==> config.mk <==
export PLATFORM = sky130hd
export DESIGN_NAME = small_bus_ram
export DESIGN_NICKNAME = d
export VERILOG_FILES = /design/src/rtl/bus_ram_pkg.sv /design/src/rtl/small_bus_ram.sv
export SDC_FILE = /design/constraint.sdc
export NUM_CORES = 1
export LEC_CHECK = 0
export ABC_CLOCK_PERIOD_IN_PS = 23100
export BUFFER_PORTS_ARGS = -buffer_cell sky130_fd_sc_hd__clkbuf_2
export CORE_MARGIN = 2
export CORE_UTILIZATION = 65
export CTS_BUF_LIST = sky130_fd_sc_hd__clkbuf_4
export CTS_CLUSTER_SIZE = 24
export DETAILED_ROUTE_END_ITERATION = 8
export GPL_TIMING_DRIVEN = 0
export PLACE_DENSITY_LB_ADDON = 0.12
export SLEW_MARGIN = 20
export SYNTH_ARGS = -nofsm -noshare
export SYNTH_HDL_FRONTEND = slang
export SYNTH_SLANG_ARGS = --single-unit
==> constraint.sdc <==
create_clock -name i_clock -period 23.1 [get_ports i_clock]
set_input_delay 3.465 -clock i_clock [delete_from_list [all_inputs] [get_ports i_clock]]
set_output_delay 3.465 -clock i_clock [all_outputs]
set_load 0.005 [all_outputs]
==> src/rtl/bus_ram_pkg.sv <==
// Constants shared by the small shared-bus RAM
package bus_ram_pkg;
  // ----------------------------------------
  // Array geometry
  // ----------------------------------------
  localparam int DATA_W = 8;
  localparam int ADDR_W = 5;
  localparam int DEPTH = 32;
  localparam int PAGE_W = DATA_W - ADDR_W;
  localparam int SYNC_W = 2;

  // ----------------------------------------
  // Packed pin vector layout
  // ----------------------------------------
  localparam int POS_BUS = 0;
  localparam int POS_PINS = POS_BUS + DATA_W;
  localparam int POS_FS = POS_PINS + ADDR_W;
  localparam int POS_MCLK = POS_FS + 1;
  localparam int POS_WC = POS_MCLK + 1;
  localparam int POS_SC = POS_WC + 1;
  localparam int POS_ME = POS_SC + 1;
  localparam int IN_W = POS_ME + 1;

  // ----------------------------------------
  // Reset values and decode pattern
  // ----------------------------------------
  localparam logic [PAGE_W-1:0] SELECT_PAGE_DEFAULT = 3'h0;
  localparam logic [ADDR_W-1:0] ADDR_RESET = 5'h00;
  localparam logic [DATA_W-1:0] DATA_RESET = 8'h00;
  // Idle pin levels: enables and commands inactive
  localparam logic [IN_W-1:0] PINS_IDLE = 18'h2_2000;
  localparam logic [SYNC_W-1:0] RST_CLEAR = 2'h0;
  localparam logic [SYNC_W-1:0] RST_ONE = 2'h1;
endpackage

==> src/rtl/small_bus_ram.sv <==
// Small 32-byte working RAM on a shared multiplexed address/data bus
`timescale 1ns/1ps
module small_bus_ram
  import bus_ram_pkg::*;
#(
  parameter logic [bus_ram_pkg::PAGE_W-1:0] SELECT_PAGE = bus_ram_pkg::SELECT_PAGE_DEFAULT
)
(
  input wire logic i_clock,
  input wire logic i_rst_n,
  input wire logic i_bank_enable_n,
  input wire logic i_select_command,
  input wire logic i_write_command,
  input wire logic i_master_clock,
  input wire logic i_fast_select_n,
  input wire logic [bus_ram_pkg::ADDR_W-1:0] i_addr_pins,
  input wire logic [bus_ram_pkg::DATA_W-1:0] i_shared_io_bus,
  output logic [bus_ram_pkg::DATA_W-1:0] o_shared_io_bus,
  output logic o_shared_io_bus_oe
);
  import bus_ram_pkg::*;

  // ----------------------------------------
  // Reset release
  // ----------------------------------------
  logic [SYNC_W-1:0] rst_sync_reg;
  logic rst_ok;

  always_ff @(posedge i_clock or negedge i_rst_n)
  begin
    if (!i_rst_n)
      rst_sync_reg <= RST_CLEAR;
    else
      rst_sync_reg <= {rst_sync_reg[0], RST_ONE[0]};
  end

  assign rst_ok = rst_sync_reg[1];

  // ----------------------------------------
  // State
  // ----------------------------------------
  typedef struct packed {
    logic [IN_W-1:0] s1;
    logic [IN_W-1:0] s2;
    logic [IN_W-1:0] s3;
    logic [IN_W-1:0] filt;
    logic [ADDR_W-1:0] addr;
    logic sel;
    logic [DATA_W-1:0] out;
    logic oe;
    logic [DEPTH-1:0][DATA_W-1:0] mem;
  } state_t;

  state_t state_reg;
  state_t state_next;

  logic [IN_W-1:0] pins_raw;
  logic me_n;
  logic sc;
  logic wc;
  logic mclk;
  logic fs_n;
  logic [ADDR_W-1:0] pin_addr;
  logic [DATA_W-1:0] bus_byte;
  logic pins_load;
  logic bus_load;
  logic write_go;
  logic read_go;

  assign pins_raw = {i_bank_enable_n, i_select_command, i_write_command, i_master_clock,
    i_fast_select_n, i_addr_pins, i_shared_io_bus};

  // Filtered copies; all decoding looks only at these
  assign me_n = state_reg.filt[POS_ME];
  assign sc = state_reg.filt[POS_SC];
  assign wc = state_reg.filt[POS_WC];
  assign mclk = state_reg.filt[POS_MCLK];
  assign fs_n = state_reg.filt[POS_FS];
  assign pin_addr = state_reg.filt[POS_PINS +: ADDR_W];
  assign bus_byte = state_reg.filt[POS_BUS +: DATA_W];

  // ----------------------------------------
  // Mode decode
  // ----------------------------------------
  // Both commands high is undefined, so every action below excludes it while the bank is enabled
  assign bus_load = !me_n && sc && !wc && mclk;
  // Bus address cycle wins over the pins when both apply
  assign pins_load = !fs_n && mclk && !bus_load && (me_n || !wc);
  assign write_go = !me_n && !sc && wc && mclk && (!fs_n || state_reg.sel);
  assign read_go = !me_n && !sc && !wc && !mclk && (!fs_n || state_reg.sel);

  always_comb
  begin
    state_next = state_reg;
    // Three stages; a change counts once the last two agree
    state_next.s1 = pins_raw;
    state_next.s2 = state_reg.s1;
    state_next.s3 = state_reg.s2;
    state_next.filt = (state_reg.s2 & state_reg.s3) | (state_reg.filt & (state_reg.s2 ^ state_reg.s3));
    if (bus_load)
    begin
      state_next.addr = bus_byte[ADDR_W-1:0];
      state_next.sel = (bus_byte[DATA_W-1:ADDR_W] == SELECT_PAGE);
    end
    else if (pins_load)
    begin
      state_next.addr = pin_addr;
    end
    if (write_go)
    begin
      state_next.mem[state_reg.addr] = bus_byte;
    end
    // Outputs held registered; bus released in every non-read state
    state_next.oe = read_go;
    state_next.out = read_go ? state_reg.mem[state_reg.addr] : DATA_RESET;
  end

  always_ff @(posedge i_clock or negedge rst_ok)
  begin
    if (!rst_ok)
    begin
      state_reg.s1 <= PINS_IDLE;
      state_reg.s2 <= PINS_IDLE;
      state_reg.s3 <= PINS_IDLE;
      state_reg.filt <= PINS_IDLE;
      state_reg.addr <= ADDR_RESET;
      state_reg.sel <= 1'b0;
      state_reg.out <= DATA_RESET;
      state_reg.oe <= 1'b0;
      state_reg.mem <= '0;
    end
    else
      state_reg <= state_next;
  end

  assign o_shared_io_bus = state_reg.out;
  assign o_shared_io_bus_oe = state_reg.oe;
endmodule // small_bus_ram

Word level (Yosys, flattened, before mapping). Index checks and enable logic that the tools add are counted.

Bitwise gates (word level): 4. Order comparisons: 2. Reductions and logical operators: 24. Mux-type cells: 8.

Operators by type and width (number): 256-bit bitwise mux (1); 8-bit binary-select mux with 5-bit select (1); 8-bit demux with 5-bit select (1); 18-bit bitwise AND (2); 8-bit two-way mux (3); 18-bit bitwise OR (1); 18-bit bitwise XOR (1); 1-bit logical AND (14); 5-bit two-way mux (2); 1-bit zero test (6); 5-bit by 6-bit less-than comparator with 1-bit output, second input constant (1); 5-bit by 1-bit greater-or-equal comparator with 1-bit output, second input constant (1); 3-bit zero test (1); 1-bit logical OR (2); 2-bit nonzero test (1).

Word-level logic and storage cells: 79. Output and inout bits: 9. Input bits: 20. Register bits: 345.

Depth between registers and ports, before layout.
Word-level depth: 9. Mapped depth: 7. Mapped depth without buffers: 4.

Worst setup path before layout. Ideal clock, no wire load.

Kind: flip-flop to output port. Start: register state_reg, in the netlist o_shared_io_bus[0]. End: output port o_shared_io_bus[0] in the netlist's numbering. Path slack: 19.177 ns. Stages on the path, launching flop included: 2. Data required time: 19.635 ns. Data arrival time: 0.458 ns. Buffers on the path: 1. Path through: dfrtp_1 > buf_4.

RTL lines: start, declared (line small_bus_ram.sv:54) `state_t state_reg;`; start signal, assigned (line small_bus_ram.sv:133) `state_reg <= state_next;`; end, declared (line small_bus_ram.sv:18) `output logic [bus_ram_pkg::DATA_W-1:0] o_shared_io_bus,`.

No word-level cell between the ends.

Worst setup path after layout.
Start: register state_reg, in the netlist o_shared_io_bus[6]. End: output port o_shared_io_bus[6] in the netlist's numbering.

No word-level cell between the ends.

==> run summary <==
Cells and area
- fraction of layout cells with a size suffix above 1: 39.7%
- synthesis-to-layout area growth: 11.9%
- number of nets in the layout: 1198
- final core occ: 73.8%
- final std cells w/o fill: 1504
- flip-flop count of the largest register after layout: 281

Power and ir drop
- Power Dens Cells: 88.7 nW/um2
- largest voltage drop on the vdd net: 73.5 uV
- reported leakage power: 8.02 nW

Die
- DIE HEIGHT: 155 um
- Initial Util: 66.0%
- Die Outline Area: 24100 um2
- IO Count: 29
- die width: 155 um
- area of the core region: 22500 um2
- row count: 55

Setup path
- Critical Path Sink Type: output pin
- count of cells along the worst register-to-register path: 7
- category of the worst setup path launch point: register
- classification of the worst setup path: register to output pin
- setup slack of the most critical reg-to-reg path: 19840 ps
- worst-path fanout max: 1
- origin of the critical flop-to-flop path: state_reg[266]
- worst reg2reg path endpoint: o_shared_io_bus[0]
- required time at the endpoint of the critical path: 19640 ps
- arrival time reported for the critical path endpoint: 1290 ps

Timing
- Post-Route Skew: 40.1 ps
- Max Clk Rate: 210 MHz
- RSZ-0062 raised after global routing: no
- minimum clock period: 4760 ps
- count of final setup violators: 0
- final period utilization: 20.6%
- worst-case headroom to the max-slew limit: 20.6%
- Setup TNS: 0 ps
- Slew @ Worst Pin: 1180 ps
- Final Hold Vio Count: 0
- final worst-path setup slack: 18340 ps
- final slew viol count: 0

Yosys
- Synth Net Count: 1073
- post-synthesis instance total: 1035
- FFs w/ async S/R, synth: 100%
- Primary FF master, synth: sky130_fd_sc_hd__dfrtp_1
- mean area per synthesized cell: 14.3 um2
- fraction of the yosys area taken by sequential cells: 58.2%
- Cell variety after synth: 41
- count of yosys warnings during synthesis: 0
- total of flip-flops plus latches after synthesis: 345
- post-synth design cell area: 14800 um2
- number of enable flip-flop cells after synthesis: 0

Min path
- path category of the worst min-delay check: register to async pin

GRT
- wire length of the first global-routing pass: 54500 um
- largest net degree at the start of global routing: 62
- global-route usage over all layers: 30.3%
- number of antenna violations at the first check in global routing: 2
- via count of the first global-routing pass: 9717
- Congestion Overflow GR: 0

Status
- status: finished, final reports clean

Placed design
- count of buffers inserted at the top-level ports: 28
- setup slack at placement: 19070 ps
- detailed-placement wirelength estimate: 24200 um
- final weighted congestion of routability-driven global placement: 0.989
- number of placed cells counting well taps: 1355

Clocking
- clock latency at the later pin of the worst-skew pair: 730 ps
- TritonCTS clock tree: built
- count of clock tree sinks: 345
- number of buffers added to fix hold violations after cts: 0
- cts bufs inserted: 88
- Clk pin slew, worst setup/hold paths: 60 ps
- setup fix buffers added after clock tree synthesis: 0
- number of gates resized after CTS: 0
- largest buffer count on any clock path: 3
- clock tree root driver cell: sky130_fd_sc_hd__clkbuf_4
- H-Tree Level Count: 3

Routing
- DRC marker count from the first detailed-route iteration: 678
- via/cell ratio: 6.17
- first-pass detailed-route iteration total: 5
- antenna viol nets, final: 0
- final routed DRC violation total: 0
- WL per Instance: 23.0 um
- Routed Wire Length: 34500 um
- via total after detailed routing: 9282

Run
- max-cap check violation count: 0

[cell usage in the layout, fill, tap and decap left out, types with 10 or more instances in the layout]
| cell | instances |
|---|---|
| sky130_fd_sc_hd__nand3_1 | 11 |
| sky130_fd_sc_hd__nand2_1 | 10 |
| sky130_fd_sc_hd__nor2_1 | 19 |
| sky130_fd_sc_hd__buf_2 | 10 |
| sky130_fd_sc_hd__dfrtp_1 | 336 |
| sky130_fd_sc_hd__clkbuf_2 | 28 |
| sky130_fd_sc_hd__o22ai_1 | 64 |
| sky130_fd_sc_hd__buf_1 | 16 |
| sky130_fd_sc_hd__mux2i_1 | 133 |
| sky130_fd_sc_hd__clkbuf_1 | 40 |
| sky130_fd_sc_hd__clkbuf_4 | 132 |
| sky130_fd_sc_hd__a21o_1 | 18 |
| sky130_fd_sc_hd__mux2_2 | 257 |
| sky130_fd_sc_hd__ha_1 | 18 |
[cells by family (layout without fill, tap and decap cells)]
logic type,count (synthesis),count (layout),synth area share (%)
AOI/OAI and AO/OA,96,96,4.17
muxes,390,390,28.5
adders and majority gates,18,18,1.52
buffers and inverters,78,260,2.31
other,1,3,0.0253
DFF,345,345,58.2
and+or+nand+nor,107,107,5.28
[routing by layer]
layer,global-route usage [%],wire (um),vias up
li1,-,-,4112
met1,40.3,14400,4712
met2,48.1,16500,351
met3,6.96,2190,107
met4,13.8,1520,0
met5,0,0,-
[cell type report]
type	count	area, um2
clock inverter	15	87.6
inverter	3	11.3
buffer	75	332
fill	1530	5900
tap	285	357
timing repair buffer	35	318
clock buffer	132	991
sequential	345	8650
multi-input combinational	612	5860
antenna	2	5.00
[stage by stage]
stage	power (W)	instance area (um2)	hold slack, ps
6_report	0.00147	16600	270
3_5_place_dp	0.000984	15500	276
5_1_grt	0.00155	16600	312
3_3_place_gp	0.000972	15300	332
4_1_cts	0.00148	16600	286
2_1_floorplan	0.000894	14800	331
[synth_stat cells (10+ instances only)]
master | count | share of area [%]
sky130_fd_sc_hd__buf_2 | 10 | 0.34
sky130_fd_sc_hd__o22ai_1 | 64 | 2.7
sky130_fd_sc_hd__dfrtp_1 | 337 | 57
sky130_fd_sc_hd__buf_1 | 16 | 0.40
sky130_fd_sc_hd__nand3_1 | 11 | 0.37
sky130_fd_sc_hd__mux2i_1 | 133 | 9.0
sky130_fd_sc_hd__mux2_2 | 257 | 19
sky130_fd_sc_hd__ha_1 | 18 | 1.5
sky130_fd_sc_hd__nand2_1 | 10 | 0.25
sky130_fd_sc_hd__nor2_1 | 19 | 0.48
sky130_fd_sc_hd__a21o_1 | 18 | 0.91
sky130_fd_sc_hd__clkbuf_1 | 40 | 1.0
[critical path, stage by stage, from the launching register on]
cell                       delay, ps
sky130_fd_sc_hd__dfrtp_1         360
sky130_fd_sc_hd__buf_4           120
sky130_fd_sc_hd__clkbuf_2        100
[worst max-delay path by stage]
stage                                  start            endpoint  slack [ps]  depth (start not counted)
after floorplan              rst_sync_reg[1]         bus_byte[0]       12790                          0
after CTS                 o_shared_io_bus[6]  o_shared_io_bus[6]       18290                          2
after global routing      o_shared_io_bus[4]  o_shared_io_bus[4]       18250                          2
final                     o_shared_io_bus[6]  o_shared_io_bus[6]       18340                          2
after detailed placement  o_shared_io_bus[6]  o_shared_io_bus[6]       19070                          2
after global placement       rst_sync_reg[1]      state_reg[102]        9320                          0
[power breakdown]
group	switching, W	leakage [nW]	internal, W	total (W)
clock network	0.000236	0.648	0.000261	0.000497
logic	0.000173	2.75	0.000111	0.000284
registers	0.0000339	4.62	0.000659	0.000693
No activity file was read; power rests on OpenSTA's default activity.
